===== src/design/ssc_defines.vh =====
// Shared constants for the synchro check common select stage.
`ifndef SSC_DEFINES_VH
`define SSC_DEFINES_VH

`define SSC_CLK_HZ 125000000
`define SSC_HOLD_MS 45
`define SSC_BUSBLK_MS 1000
`define SSC_MS_DIV 1000

`define SSC_W 16
`define SSC_WT_W 8
`define SSC_IRQ_W 3

`define SSC_OFF_CTRL 8'h00
`define SSC_OFF_AUTO_ULIM 8'h04
`define SSC_OFF_AUTO_FLIM 8'h08
`define SSC_OFF_AUTO_ALIM 8'h0c
`define SSC_OFF_MAN_ULIM 8'h10
`define SSC_OFF_MAN_FLIM 8'h14
`define SSC_OFF_MAN_ALIM 8'h18
`define SSC_OFF_WEIGHT 8'h1c
`define SSC_OFF_STATUS 8'h20
`define SSC_OFF_IRQ_ST 8'h24
`define SSC_OFF_IRQ_MASK 8'h28
`define SSC_OFF_DIFF 8'h2c
`define SSC_OFF_ANGLE 8'h30

`define SSC_CTRL_CHOICE_LSB 0
`define SSC_CTRL_CHOICE_MSB 2
`define SSC_CTRL_BYP_AUTO 4
`define SSC_CTRL_BYP_MAN 5
`define SSC_CTRL_MASK 32'h00000037

`define SSC_CHOICE_L1N 3'h0
`define SSC_CHOICE_L2N 3'h1
`define SSC_CHOICE_L3N 3'h2
`define SSC_CHOICE_L1L2 3'h3
`define SSC_CHOICE_L2L3 3'h4
`define SSC_CHOICE_L3L1 3'h5

`define SSC_RST_CTRL 32'h00000000
`define SSC_RST_ULIM 16'h0100
`define SSC_RST_FLIM 16'h0010
`define SSC_RST_ALIM 16'h0200
`define SSC_RST_WEIGHT 24'h565555

`define SSC_IRQ_AUTO_CMD 0
`define SSC_IRQ_MAN_CMD 1
`define SSC_IRQ_BUS_CHG 2

`endif


===== src/design/ssc_path_eval.v =====
// One switching path: condition flags, release hold timer and command sequencing.
`timescale 1ns/1ps
module ssc_path_eval #(
  parameter W = 16,
  parameter CW = 24,
  parameter HOLD_CYC = 5625000
) (
  input wire clk,
  input wire rst,
  input wire blocked,
  input wire bypass,
  input wire [W-1:0] u_diff,
  input wire [W-1:0] f_diff,
  input wire [W-1:0] a_diff,
  input wire [W-1:0] u_lim,
  input wire [W-1:0] f_lim,
  input wire [W-1:0] a_lim,
  input wire request,
  input wire cancel,
  output reg release_r,
  output wire in_progress,
  output wire command,
  output reg voltage_ok_r,
  output reg freq_ok_r,
  output reg angle_ok_r
);
  localparam [2:0] ST_IDLE = 3'b001;
  localparam [2:0] ST_RUN = 3'b010;
  localparam [2:0] ST_CMD = 3'b100;
  localparam integer HOLD_M1 = HOLD_CYC - 1;
  localparam [CW-1:0] HOLD_LAST = HOLD_M1[CW-1:0];

  reg [2:0] state_r;
  reg [2:0] state_nxt;
  reg [CW-1:0] hold_r;
  wire all_ok;

  assign all_ok = voltage_ok_r & freq_ok_r & angle_ok_r;
  assign in_progress = state_r[1] | state_r[2];
  assign command = state_r[2];

  always @(posedge clk) begin
    if (rst) begin
      voltage_ok_r <= 1'b0;
      freq_ok_r <= 1'b0;
      angle_ok_r <= 1'b0;
    end else begin
      voltage_ok_r <= (u_diff <= u_lim);
      freq_ok_r <= (f_diff <= f_lim);
      angle_ok_r <= (a_diff <= a_lim);
    end
  end

  always @(posedge clk) begin
    if (rst || blocked || !all_ok) begin
      hold_r <= {CW{1'b0}};
    end else if (hold_r != HOLD_LAST) begin
      hold_r <= hold_r + 1'b1;
    end
  end

  always @(posedge clk) begin
    if (rst || blocked) begin
      release_r <= 1'b0;
    end else if (bypass) begin
      release_r <= 1'b1;
    end else begin
      release_r <= all_ok && (hold_r == HOLD_LAST);
    end
  end

  always @* begin
    state_nxt = state_r;
    case (state_r)
      ST_IDLE: begin
        if (request && !blocked && !cancel) begin
          state_nxt = ST_RUN;
        end
      end
      ST_RUN: begin
        if (cancel || blocked) begin
          state_nxt = ST_IDLE;
        end else if (release_r) begin
          state_nxt = ST_CMD;
        end
      end
      ST_CMD: begin
        if (cancel || blocked || !request || (!bypass && !release_r)) begin
          state_nxt = ST_IDLE;
        end
      end
      default: begin
        state_nxt = ST_IDLE;
      end
    endcase
  end

  always @(posedge clk) begin
    if (rst) begin
      state_r <= ST_IDLE;
    end else begin
      state_r <= state_nxt;
    end
  end
endmodule


===== src/design/ssc_common_select_stage.v =====
// Synchro check front end: voltage selection, differences, blocking and two paths.
//
// Overview of operation
// - A line voltage transformer supervision block disables operation.
// - The supervision block of the currently selected bus section disables operation.
// - Bus two is evaluated when the bus select input is high, bus one otherwise.
// - A change of active bus section blocks both paths for 1000 ms.
// - A six-valued choice selects the line voltage, defaulting to the first phase to neutral.
// - Magnitude, frequency and angle differences are computed and magnitudes forwarded.
// - Automatic and manual requests each start their own independent procedure.
// - Each cancel input stops only its own running procedure.
// - Each path drives release, in progress and three condition ok flags.
// - Line frequency is a weighted sum of the three phase frequencies.
// - The combined command is the OR of the automatic and manual commands.
// - Command levels are not in any readable register, but their rising edges set interrupt status bits.
// - Outside bypass, release needs all three conditions held continuously for 45 ms.
// - In bypass a close request passes straight through as a command.
//
// Implementation choices: the address map and the APB slave port.
`timescale 1ns/1ps
`include "ssc_defines.vh"
module ssc_common_select_stage #(
  parameter W = `SSC_W,
  parameter HOLD_CYC = `SSC_CLK_HZ / `SSC_MS_DIV * `SSC_HOLD_MS,
  parameter BUSBLK_CYC = `SSC_CLK_HZ / `SSC_MS_DIV * `SSC_BUSBLK_MS
) (
  input wire clk,
  input wire rst,
  input wire [7:0] paddr,
  input wire psel,
  input wire penable,
  input wire pwrite,
  input wire [31:0] pwdata,
  output reg [31:0] prdata,
  output wire pready,
  output wire pslverr,
  output wire irq,
  input wire function_block_in,
  input wire bus_two_select_in,
  input wire line_vt_block_in,
  input wire bus_one_vt_block_in,
  input wire bus_two_vt_block_in,
  input wire auto_switch_request,
  input wire auto_cancel,
  input wire manual_switch_request,
  input wire manual_cancel,
  input wire [6*W-1:0] line_phasor_set_mag,
  input wire [6*W-1:0] line_phasor_set_ang,
  input wire [3*W-1:0] line_phasor_set_freq,
  input wire [W-1:0] bus_one_phasor_mag,
  input wire [W-1:0] bus_one_phasor_ang,
  input wire [W-1:0] bus_one_phasor_freq,
  input wire [W-1:0] bus_two_phasor_mag,
  input wire [W-1:0] bus_two_phasor_ang,
  input wire [W-1:0] bus_two_phasor_freq,
  output reg [W-1:0] u_diff_r,
  output reg [W-1:0] f_diff_r,
  output reg [W-1:0] angle_difference_r,
  output reg [W-1:0] u_line_r,
  output reg [W-1:0] u_bus_r,
  output wire auto_release,
  output wire auto_in_progress,
  output wire auto_switch_command,
  output wire auto_voltage_ok,
  output wire auto_freq_ok,
  output wire auto_angle_ok,
  output wire manual_release,
  output wire manual_in_progress,
  output wire manual_switch_command,
  output wire manual_voltage_ok,
  output wire manual_freq_ok,
  output wire manual_angle_ok,
  output wire combined_switch_command
);
  localparam HOLD_W = 24;
  localparam BLK_W = 28;
  localparam integer BUSBLK_M1 = BUSBLK_CYC - 1;
  localparam [BLK_W-1:0] BUSBLK_LAST = BUSBLK_M1[BLK_W-1:0];
  localparam SUM_W = W + `SSC_WT_W + 2;
  reg [31:0] ctrl_r;
  reg [W-1:0] auto_ulim_r;
  reg [W-1:0] auto_flim_r;
  reg [W-1:0] auto_alim_r;
  reg [W-1:0] man_ulim_r;
  reg [W-1:0] man_flim_r;
  reg [W-1:0] man_alim_r;
  reg [3*`SSC_WT_W-1:0] weight_r;
  reg [`SSC_IRQ_W-1:0] irq_st_r;
  reg [`SSC_IRQ_W-1:0] irq_st_nxt;
  reg [`SSC_IRQ_W-1:0] irq_mask_r;
  reg bus_sel_prev_r;
  reg dyn_block_r;
  reg [BLK_W-1:0] dyn_cnt_r;
  reg [1:0] cmd_prev_r;
  reg [2:0] choice;
  reg [W-1:0] sel_mag;
  reg [W-1:0] sel_ang;
  reg [SUM_W-1:0] freq_sum;
  reg [W-1:0] line_freq;
  reg map_hit;
  wire [W-1:0] bus_mag;
  wire [W-1:0] bus_ang;
  wire [W-1:0] bus_freq;
  wire [W-1:0] ang_raw;
  wire bus_change;
  wire blocked;
  wire wr_en;
  wire rd_en;
  wire [1:0] req_w;
  wire [1:0] cancel_w;
  wire [1:0] bypass_w;
  wire [2*W-1:0] ulim_w;
  wire [2*W-1:0] flim_w;
  wire [2*W-1:0] alim_w;
  wire [1:0] rel_w;
  wire [1:0] prog_w;
  wire [1:0] cmd_w;
  wire [1:0] uok_w;
  wire [1:0] fok_w;
  wire [1:0] aok_w;
  wire [`SSC_IRQ_W-1:0] irq_ev;

  function [W-1:0] abs_diff;
    input [W-1:0] a;
    input [W-1:0] b;
    begin
      abs_diff = (a > b) ? (a - b) : (b - a);
    end
  endfunction

  assign pready = 1'b1;
  assign wr_en = psel & penable & pwrite;
  assign rd_en = psel & penable & ~pwrite;
  assign pslverr = psel & penable & ~map_hit;

  assign bus_mag = bus_two_select_in ? bus_two_phasor_mag : bus_one_phasor_mag;
  assign bus_ang = bus_two_select_in ? bus_two_phasor_ang : bus_one_phasor_ang;
  assign bus_freq = bus_two_select_in ? bus_two_phasor_freq : bus_one_phasor_freq;

  // function block, line supervision, dynamic bus change block, selected bus supervision.
  assign blocked = function_block_in | line_vt_block_in | dyn_block_r |
                   (bus_two_select_in ? bus_two_vt_block_in : bus_one_vt_block_in);

  always @* begin
    choice = ctrl_r[`SSC_CTRL_CHOICE_MSB:`SSC_CTRL_CHOICE_LSB];
    case (choice)
      `SSC_CHOICE_L2N: begin
        sel_mag = line_phasor_set_mag[2*W-1:W];
        sel_ang = line_phasor_set_ang[2*W-1:W];
      end
      `SSC_CHOICE_L3N: begin
        sel_mag = line_phasor_set_mag[3*W-1:2*W];
        sel_ang = line_phasor_set_ang[3*W-1:2*W];
      end
      `SSC_CHOICE_L1L2: begin
        sel_mag = line_phasor_set_mag[4*W-1:3*W];
        sel_ang = line_phasor_set_ang[4*W-1:3*W];
      end
      `SSC_CHOICE_L2L3: begin
        sel_mag = line_phasor_set_mag[5*W-1:4*W];
        sel_ang = line_phasor_set_ang[5*W-1:4*W];
      end
      `SSC_CHOICE_L3L1: begin
        sel_mag = line_phasor_set_mag[6*W-1:5*W];
        sel_ang = line_phasor_set_ang[6*W-1:5*W];
      end
      default: begin
        sel_mag = line_phasor_set_mag[W-1:0];
        sel_ang = line_phasor_set_ang[W-1:0];
      end
    endcase
  end

  // weighted line frequency, weights in units of one 256th.
  always @* begin
    freq_sum = line_phasor_set_freq[W-1:0] * weight_r[`SSC_WT_W-1:0]
             + line_phasor_set_freq[2*W-1:W] * weight_r[2*`SSC_WT_W-1:`SSC_WT_W]
             + line_phasor_set_freq[3*W-1:2*W] * weight_r[3*`SSC_WT_W-1:2*`SSC_WT_W];
    line_freq = freq_sum[W+`SSC_WT_W-1:`SSC_WT_W];
  end

  // Angles wrap modulo full turn, so the signed difference is folded.
  assign ang_raw = sel_ang - bus_ang;

  always @(posedge clk) begin
    if (rst) begin
      u_diff_r <= {W{1'b0}};
      f_diff_r <= {W{1'b0}};
      angle_difference_r <= {W{1'b0}};
      u_line_r <= {W{1'b0}};
      u_bus_r <= {W{1'b0}};
    end else begin
      u_diff_r <= abs_diff(sel_mag, bus_mag);
      f_diff_r <= abs_diff(line_freq, bus_freq);
      angle_difference_r <= ang_raw[W-1] ? ({W{1'b0}} - ang_raw) : ang_raw;
      u_line_r <= sel_mag;
      u_bus_r <= bus_mag;
    end
  end

  // dynamic block after a bus section change.
  assign bus_change = bus_two_select_in ^ bus_sel_prev_r;
  always @(posedge clk) begin
    if (rst) begin
      bus_sel_prev_r <= bus_two_select_in;
      dyn_block_r <= 1'b0;
      dyn_cnt_r <= {BLK_W{1'b0}};
    end else begin
      bus_sel_prev_r <= bus_two_select_in;
      if (bus_change) begin
        dyn_block_r <= 1'b1;
        dyn_cnt_r <= {BLK_W{1'b0}};
      end else if (dyn_block_r) begin
        if (dyn_cnt_r == BUSBLK_LAST) begin
          dyn_block_r <= 1'b0;
        end
        dyn_cnt_r <= dyn_cnt_r + 1'b1;
      end
    end
  end

  assign req_w = {manual_switch_request, auto_switch_request};
  assign cancel_w = {manual_cancel, auto_cancel};
  assign bypass_w = {ctrl_r[`SSC_CTRL_BYP_MAN], ctrl_r[`SSC_CTRL_BYP_AUTO]};
  assign ulim_w = {man_ulim_r, auto_ulim_r};
  assign flim_w = {man_flim_r, auto_flim_r};
  assign alim_w = {man_alim_r, auto_alim_r};

  genvar gi;
  generate
    for (gi = 0; gi < 2; gi = gi + 1) begin : g_path
      ssc_path_eval #(
        .W(W),
        .CW(HOLD_W),
        .HOLD_CYC(HOLD_CYC)
      ) u_path (
        .clk(clk),
        .rst(rst),
        .blocked(blocked),
        .bypass(bypass_w[gi]),
        .u_diff(u_diff_r),
        .f_diff(f_diff_r),
        .a_diff(angle_difference_r),
        .u_lim(ulim_w[gi*W +: W]),
        .f_lim(flim_w[gi*W +: W]),
        .a_lim(alim_w[gi*W +: W]),
        .request(req_w[gi]),
        .cancel(cancel_w[gi]),
        .release_r(rel_w[gi]),
        .in_progress(prog_w[gi]),
        .command(cmd_w[gi]),
        .voltage_ok_r(uok_w[gi]),
        .freq_ok_r(fok_w[gi]),
        .angle_ok_r(aok_w[gi])
      );
    end
  endgenerate

  assign auto_release = rel_w[0];
  assign auto_in_progress = prog_w[0];
  assign auto_switch_command = cmd_w[0];
  assign auto_voltage_ok = uok_w[0];
  assign auto_freq_ok = fok_w[0];
  assign auto_angle_ok = aok_w[0];
  assign manual_release = rel_w[1];
  assign manual_in_progress = prog_w[1];
  assign manual_switch_command = cmd_w[1];
  assign manual_voltage_ok = uok_w[1];
  assign manual_freq_ok = fok_w[1];
  assign manual_angle_ok = aok_w[1];
  assign combined_switch_command = cmd_w[0] | cmd_w[1];

  // Interrupt events: rising commands and bus section changes.
  assign irq_ev = {bus_change, cmd_w & ~cmd_prev_r};
  assign irq = |(irq_st_r & irq_mask_r);

  always @* begin
    irq_st_nxt = irq_st_r;
    if (rd_en && paddr == `SSC_OFF_IRQ_ST) begin
      irq_st_nxt = {`SSC_IRQ_W{1'b0}};
    end
    irq_st_nxt = irq_st_nxt | irq_ev;
  end

  always @(posedge clk) begin
    if (rst) begin
      ctrl_r <= `SSC_RST_CTRL;
      auto_ulim_r <= `SSC_RST_ULIM;
      auto_flim_r <= `SSC_RST_FLIM;
      auto_alim_r <= `SSC_RST_ALIM;
      man_ulim_r <= `SSC_RST_ULIM;
      man_flim_r <= `SSC_RST_FLIM;
      man_alim_r <= `SSC_RST_ALIM;
      weight_r <= `SSC_RST_WEIGHT;
      irq_mask_r <= {`SSC_IRQ_W{1'b0}};
      irq_st_r <= {`SSC_IRQ_W{1'b0}};
      cmd_prev_r <= 2'h0;
    end else begin
      irq_st_r <= irq_st_nxt;
      cmd_prev_r <= cmd_w;
      if (wr_en) begin
        case (paddr)
          `SSC_OFF_CTRL: ctrl_r <= pwdata & `SSC_CTRL_MASK;
          `SSC_OFF_AUTO_ULIM: auto_ulim_r <= pwdata[W-1:0];
          `SSC_OFF_AUTO_FLIM: auto_flim_r <= pwdata[W-1:0];
          `SSC_OFF_AUTO_ALIM: auto_alim_r <= pwdata[W-1:0];
          `SSC_OFF_MAN_ULIM: man_ulim_r <= pwdata[W-1:0];
          `SSC_OFF_MAN_FLIM: man_flim_r <= pwdata[W-1:0];
          `SSC_OFF_MAN_ALIM: man_alim_r <= pwdata[W-1:0];
          `SSC_OFF_WEIGHT: weight_r <= pwdata[3*`SSC_WT_W-1:0];
          `SSC_OFF_IRQ_MASK: irq_mask_r <= pwdata[`SSC_IRQ_W-1:0];
          default: begin
          end
        endcase
      end
    end
  end

  // command pins stay out of the readable status.
  always @* begin
    map_hit = 1'b1;
    prdata = 32'h00000000;
    case (paddr)
      `SSC_OFF_CTRL: prdata = ctrl_r;
      `SSC_OFF_AUTO_ULIM: prdata[W-1:0] = auto_ulim_r;
      `SSC_OFF_AUTO_FLIM: prdata[W-1:0] = auto_flim_r;
      `SSC_OFF_AUTO_ALIM: prdata[W-1:0] = auto_alim_r;
      `SSC_OFF_MAN_ULIM: prdata[W-1:0] = man_ulim_r;
      `SSC_OFF_MAN_FLIM: prdata[W-1:0] = man_flim_r;
      `SSC_OFF_MAN_ALIM: prdata[W-1:0] = man_alim_r;
      `SSC_OFF_WEIGHT: prdata[3*`SSC_WT_W-1:0] = weight_r;
      `SSC_OFF_STATUS: prdata[7:0] = {prog_w, rel_w, dyn_block_r, bus_two_select_in,
                                      blocked, 1'b0};
      `SSC_OFF_IRQ_ST: prdata[`SSC_IRQ_W-1:0] = irq_st_r;
      `SSC_OFF_IRQ_MASK: prdata[`SSC_IRQ_W-1:0] = irq_mask_r;
      `SSC_OFF_DIFF: prdata = {f_diff_r, u_diff_r};
      `SSC_OFF_ANGLE: prdata[W-1:0] = angle_difference_r;
      default: map_hit = 1'b0;
    endcase
  end
endmodule


===== config.mk =====
export PLATFORM = sky130hd
export DESIGN_NAME = ssc_common_select_stage
export DESIGN_NICKNAME = d
export VERILOG_FILES = /design/src/design/ssc_path_eval.v /design/src/design/ssc_common_select_stage.v
export VERILOG_INCLUDE_DIRS = /design/src /design/src/design
export SDC_FILE = /design/constraint.sdc
export NUM_CORES = 2
export LEC_CHECK = 0
export ABC_AREA = 1
export BUFFER_PORTS_ARGS = -buffer_cell sky130_fd_sc_hd__buf_2
export CAP_MARGIN = 10
export CORE_MARGIN = 2
export CORE_UTILIZATION = 54
export CTS_CLUSTER_DIAMETER = 80
export CTS_CLUSTER_SIZE = 25
export DETAILED_ROUTE_END_ITERATION = 8
export PLACE_DENSITY = 0.8
export SLEW_MARGIN = 40
export SYNTH_ARGS = -nofsm -noshare
export SYNTH_HDL_FRONTEND = slang
export SYNTH_SLANG_ARGS = --single-unit
export TNS_END_PERCENT = 10

===== constraint.sdc =====
create_clock -name clk -period 8.4 [get_ports clk]
set_clock_uncertainty 0.05 [all_clocks]
set_input_delay 1.68 -clock clk [delete_from_list [all_inputs] [get_ports clk]]
set_output_delay 1.68 -clock clk [all_outputs]
set_load 0.01 [all_outputs]

Yosys cells after proc, flatten, opt, wreduce, memory -nomap -nowiden
Index checks and enable logic that the tools add are counted.
{"block": "totals", "ff_bits": 305, "inputBits": 390, "wordCells": 186}
{"block": "op_classes", "add_sub_neg": 11, "multipliers": 3, "magnitude_cmp": 8, "n_eq_ne": 34, "muxes": 31, "bitwise_logic": 22, "n_reduce_logical": 45}
{"operator": "16-bit one-hot mux with 5 select lines", "n": 2}
{"operator": "16-bit less-or-equal comparator", "n": 6}
{"operator": "16-bit two-way mux", "n": 5}
{"operator": "16-bit subtractor", "n": 5}
{"operator": "16-bit by 8-bit multiplier with 24-bit output", "n": 3}
{"operator": "8-bit one-hot mux with 9 select lines", "n": 1}
{"operator": "5-bit one-hot mux with 11 select lines", "n": 1}
{"operator": "24-bit by 1-bit adder with 24-bit output, second input constant", "n": 2}
{"operator": "24-bit adder", "n": 2}
{"operator": "24-bit by 23-bit equality test with 1-bit output, second input constant", "n": 2}
{"operator": "24-bit by 23-bit inequality test with 1-bit output, second input constant", "n": 2}
{"operator": "8-bit by 6-bit equality test with 1-bit output, second input constant", "n": 5}
{"operator": "3-bit one-hot mux with 13 select lines", "n": 1}
{"operator": "8-bit by 5-bit equality test with 1-bit output, second input constant", "n": 4}
{"operator": "16-bit > comparator", "n": 2}
{"operator": "28-bit by 1-bit adder with 28-bit output, second input constant", "n": 1}
{"operator": "28-bit by 27-bit equality test with 1-bit output, second input constant", "n": 1}
{"operator": "3-bit two-way mux", "n": 9}
{"operator": "3-bit one-hot mux with 3 select lines", "n": 2}
{"operator": "2-bit AND reduction", "n": 9}
{"operator": "8-bit by 4-bit equality test with 1-bit output, second input constant", "n": 2}
{"operator": "8-bit one-hot mux with 2 select lines", "n": 1}
{"operator": "1-bit by 16-bit subtractor with 16-bit output, first input constant", "n": 1}
{"operator": "15-bit two-way mux", "n": 1}
{"operator": "other kinds (24)", "n": 84}

Logic depth before layout (Yosys ltp)
{"block": "depth", "ltp_word": 8, "depth_mapped": 42, "ltp_nobuf": 39}

Modules after synthesis
A second synthesis with hierarchy kept.
{"block": "unflattened", "cells_unflattened": 4887, "area_unflattened_um2": 34255.4}
{"mod": "ssc_common_select_stage", "n_inst": 1, "cells_each": 3987, "area_per_inst_um2": 28398.5, "seq_area_each_um2": 4864.7}
{"mod": "ssc_path_eval at g_path[0].u_path", "n_inst": 1, "cells_each": 450, "area_per_inst_um2": 2942.8, "seq_area_each_um2": 620.6}
{"mod": "ssc_path_eval at g_path[1].u_path", "n_inst": 1, "cells_each": 450, "area_per_inst_um2": 2914.0, "seq_area_each_um2": 620.6}

Least setup slack after synthesis
No wires, ideal clock.
{"block": "synth_path", "path_kind": "in2reg", "startpoint": "input line_phasor_set_freq[9]", "endpoint": "register f_diff_r[1]", "setup_ns": 0.115, "t_arrival_ns": 8.834, "required_time_ns": 8.235, "path_slack_ns": -0.599, "cell_stages": 35, "n_path_buf": 4, "path_cell_list": "clkbuf_1 -> nand2_1 -> fa_1 -> inv_1 -> fa_1 -> fa_1 -> inv_1 -> fa_1 -> inv_1 -> fa_1 -> fa_1 -> inv_1 -> fa_1 -> inv_1 -> ha_1 -> a21oi_1 -> o21ai_0 -> o21bai_1 -> a21oi_1 -> o21ai_0 -> nand2_1 -> nand2_1 -> or2_2 -> nand2_1 -> inv_1 -> ha_1 -> buf_2 -> nand2_1 -> nor2_1 -> nand4_1 -> or3b_1 -> clkbuf_1 -> buf_2 -> a21oi_1 -> nor2_1"}
{"block": "synth_via", "elab_chain_cells": 5, "elab_cells_between_ends": 7}
{"element": "start, declared", "line_no": "ssc_common_select_stage.v:49", "source": "input wire [3*W-1:0] line_phasor_set_freq,"}
{"element": "16-bit by 8-bit multiplier with 24-bit output (*)", "line_no": "ssc_common_select_stage.v:176", "source": "freq_sum = line_phasor_set_freq[W-1:0] * weight_r[`SSC_WT_W-1:0]"}
{"element": "24-bit adder (*) (2 in series)", "line_no": "ssc_common_select_stage.v:176"}
{"element": "16-bit subtractor / 16-bit > comparator (equally long branches)", "line_no": "ssc_common_select_stage.v:127", "source": "abs_diff = (a > b) ? (a - b) : (b - a);"}
{"element": "16-bit two-way mux (*)", "line_no": "ssc_common_select_stage.v:127"}
{"element": "end signal, assigned", "line_no": "ssc_common_select_stage.v:188", "source": "f_diff_r <= {W{1'b0}};"}
{"element": "end signal, assigned", "line_no": "ssc_common_select_stage.v:194", "source": "f_diff_r <= abs_diff(line_freq, bus_freq);"}
{"element": "end, declared", "line_no": "ssc_common_select_stage.v:57", "source": "output reg [W-1:0] f_diff_r,"}
Every way passes the cells marked *; elsewhere a longest branch is shown, timed or not.
A chain may end at the register's enable or synchronous reset.

Worst setup path in the final report
{"block": "layout_path", "startpoint": "input line_phasor_set_freq[4]", "endpoint": "register f_diff_r[13]"}
The elaborated chain is that of the path after synthesis.

==> impl_metrics.env <==
export IMPL_finalCoreUtilization_pct=63.9
export IMPL_dieWidth_um=252
export IMPL_max_stage_delay_ns=0.55
export IMPL_synth_top_area_share_pct=20.4
export IMPL_initial_utilization_pct=54.8
export IMPL_path_common_cell="nand2_1"
export IMPL_nets=6144
export IMPL_drtIter0Drc=3877
export IMPL_hold_violations=0
export IMPL_areaGrowthSynthToFinish_pct=16.6
export IMPL_clk_latency_ns=0.56
export IMPL_synth_area_top_cells="fa_1 20%, dfxtp_1 18%, inv_1 12%, nand2_1 10%, ha_1 10%"
export IMPL_hold_path_class="reg2reg"
export IMPL_first_pass_iters=6
export IMPL_worst_pin_slew_ns=0.910
export IMPL_avgSynthCellArea_um2=7.20
export IMPL_overflow=0
export IMPL_grt_setup_unrepaired="true"
export IMPL_cp_arrival_ns=8.73
export IMPL_finalCriticalPeriod_ns=8.34
export IMPL_ys_warn_count=0
export IMPL_synthCells=4602
export IMPL_setup_viol=0
export IMPL_gp_congestion=1.11
export IMPL_drc=0
export IMPL_wl_per_cell_um=20.2
export IMPL_antenna_found_initial=17
export IMPL_wl_um=120000
export IMPL_critPathRequiredTime_ns=8.79
export IMPL_path_max_fanout=8
export IMPL_seq_area_um2=6110
export IMPL_die_y_um=252
export IMPL_outcome="complete, no violations"
export IMPL_clock_tree_buffer_depth=3
export IMPL_end_kind="register"
export IMPL_ys_seq_elements=305
export IMPL_dp_hpwl_um=101000
export IMPL_design_core_area_um2=60500
export IMPL_drv_slew=0
export IMPL_maxCapViolCount=0
export IMPL_seq_area_frac_synth_pct=18.4
export IMPL_fmax_mhz=120
export IMPL_crit_path_top_delay_cell="fa_1"
export IMPL_io_pins=518
export IMPL_io_buffer_count=508
export IMPL_multi_input_area_um2=22800
export IMPL_synth_cell_types=65
export IMPL_cts_tree="done"
export IMPL_cts_made_buffers=17
export IMPL_synth_nets=5601
export IMPL_synth_flop_cell="dfxtp_1"
export IMPL_maxSlewHeadroom_pct=38.7
export IMPL_drive_gt1_share_pct=18.5
export IMPL_grt_pass1_wl_um=181000
export IMPL_synth_cell_area_um2=33100
export IMPL_reg2reg_slack_ns=0.47
export IMPL_ctsHoldBuffers=0
export IMPL_synth_edf_count=0
export IMPL_dieArea_um2=63300
export IMPL_async_flop_share_pct=0
export IMPL_root_buffer="clkbuf_16"
export IMPL_row_count=90
export IMPL_vias=33300
export IMPL_clkTransAtPathRegs_ns=0.09
export IMPL_htree_levels=1
export IMPL_cts_sinks=305
export IMPL_fin_crit_sh_pct=99.3
export IMPL_crit_type="in2reg"
export IMPL_start_kind="input port"
export IMPL_grt_use_total_pct=37.3
export IMPL_netlist_top_cell_by_area="fa_1"
export IMPL_grt_pass1_vias=31900
export IMPL_grt_max_degree=101
export IMPL_detail_route_antenna_nets=0
export IMPL_n_fill_cell=5355
export IMPL_vias_per_cell=5.61
final timing paths:
kind                                            startpoint                          to  cells after the start
worst min register to register  dyn_cnt_r[21]$_SDFFE_PP0P_  dyn_cnt_r[21]$_SDFFE_PP0P_                      1
worst max register to register   weight_r[17]$_SDFFE_PP1P_     f_diff_r[13]$_SDFF_PP0_                     33
worst max-delay path               line_phasor_set_freq[4]     f_diff_r[13]$_SDFF_PP0_                     37
worst min-delay path            dyn_cnt_r[21]$_SDFFE_PP0P_  dyn_cnt_r[21]$_SDFFE_PP0P_                      1
synthesized netlist by cell type, types with 5 or more instances:
cell and count:
inv_1 1024, nand2_1 918, fa_1 338, a21oi_1 333, dfxtp_1 305, ha_1 271
nor2_1 270, o21ai_0 235, clkbuf_1 152, nand3_1 127, a221oi_1 67, nor3_1 59
xor2_1 50, nand4_1 47, or2_2 41, o22ai_1 34, buf_2 29, xnor2_1 24
a22o_1 23, a31oi_1 22, o2111ai_1 17, mux2i_1 15, nand3b_1 15, clkbuf_2 14
o211ai_1 14, o21a_1 13, o21bai_1 12, a211oi_1 11, a21o_1 11, buf_1 11
nor4_1 11, inv_2 8, nor2_2 8, o21ai_1 8, a21boi_0 6, a41oi_1 6
nor3_2 5
kinds of logic (layout without fill, tap and decap cells):
group,after synthesis,count (layout),share of synthesized area (%)
buf+inv,1246,1794,14.4
mux,15,15,0.453
simple gates,1520,1520,19.3
compound gates,832,832,14.8
xor+xnor,74,74,1.96
flops,305,305,18.4
fa+ha+maj,609,609,30.7
other cells,1,8,0.0113
registers in the layout, summed over array words and instances, names as in the netlist, 16 cells and up:
register              cells
u_bus_r                  16
u_line_r                 16
angle_difference_r       16
auto_ulim_r              16
f_diff_r                 16
auto_alim_r              16
man_alim_r               16
man_flim_r               16
weight_r                 24
man_ulim_r               16
auto_flim_r              16
dyn_cnt_r                28
g_path.u_path.hold_r     48
u_diff_r                 16
critical path: cells and delay by family:
family	cells	cell delay [ns]
compound gates	4	0.69
fa+ha+maj	9	4.11
buf+inv	8	0.70
simple gates	16	1.56
stage by stage:
step	std cells	hold WS, ns	instance area (µm²)	setup TNS (ns)	setup slack, ns
after floorplan	4602	0.386	33500	-0.139	-0.0137
after global placement	5902	0.403	37600	-7.94	-0.552
after detailed placement	5902	0.413	37600	-8.68	-0.624
after CTS	5926	0.427	38200	-0.00911	-0.00911
after global routing	5935	0.449	38600	-3.37	-0.293
final	5939	0.424	38600	0	0.0569
area by class of cell:
cell class / instances / share of cell area, %
diodes: 7 / 0.0454
clock buffers: 18 / 1.14
multi-input cells: 3051 / 59.1
well taps: 782 / 2.53
repair buffers: 736 / 11.2
inverters: 1034 / 10.1
flip-flops and latches: 305 / 15.8
clock inverters: 6 / 0.165
cell usage in the layout (no fill, tap or decap), types with 22 or more instances in the layout:
master	instances
xor2_1	47
ha_1	255
a21oi_1	300
o22ai_1	34
nor2_1	260
inv_1	1015
dfxtp_1	305
nand4_1	47
fa_1	325
or2_2	40
buf_2	495
a22o_1	23
nand2_1	901
o21ai_0	224
a21oi_2	34
a221oi_1	67
buf_4	225
xnor2_1	22
nor3_1	57
nand3_1	126
timing repair:
action / CTS / global route
buffers inserted: 0 / 6
cloned: 0 / 0
endpoints found under the setup margin: 15 / 15
gates resized for setup: 14 / 96
pin swaps: 8 / 54
metal layers:
layer	vias to the layer above	wire length (µm)	GRT usage, %
met5	-	74	0
met4	12	6380	16.0
met3	321	14400	9.63
met2	1806	52000	57.2
met1	15700	47400	49.8
li1	15500	-	-
Power is not shown: default switching activity piles up to over one toggle a cycle in this logic, so the estimate is an artifact.
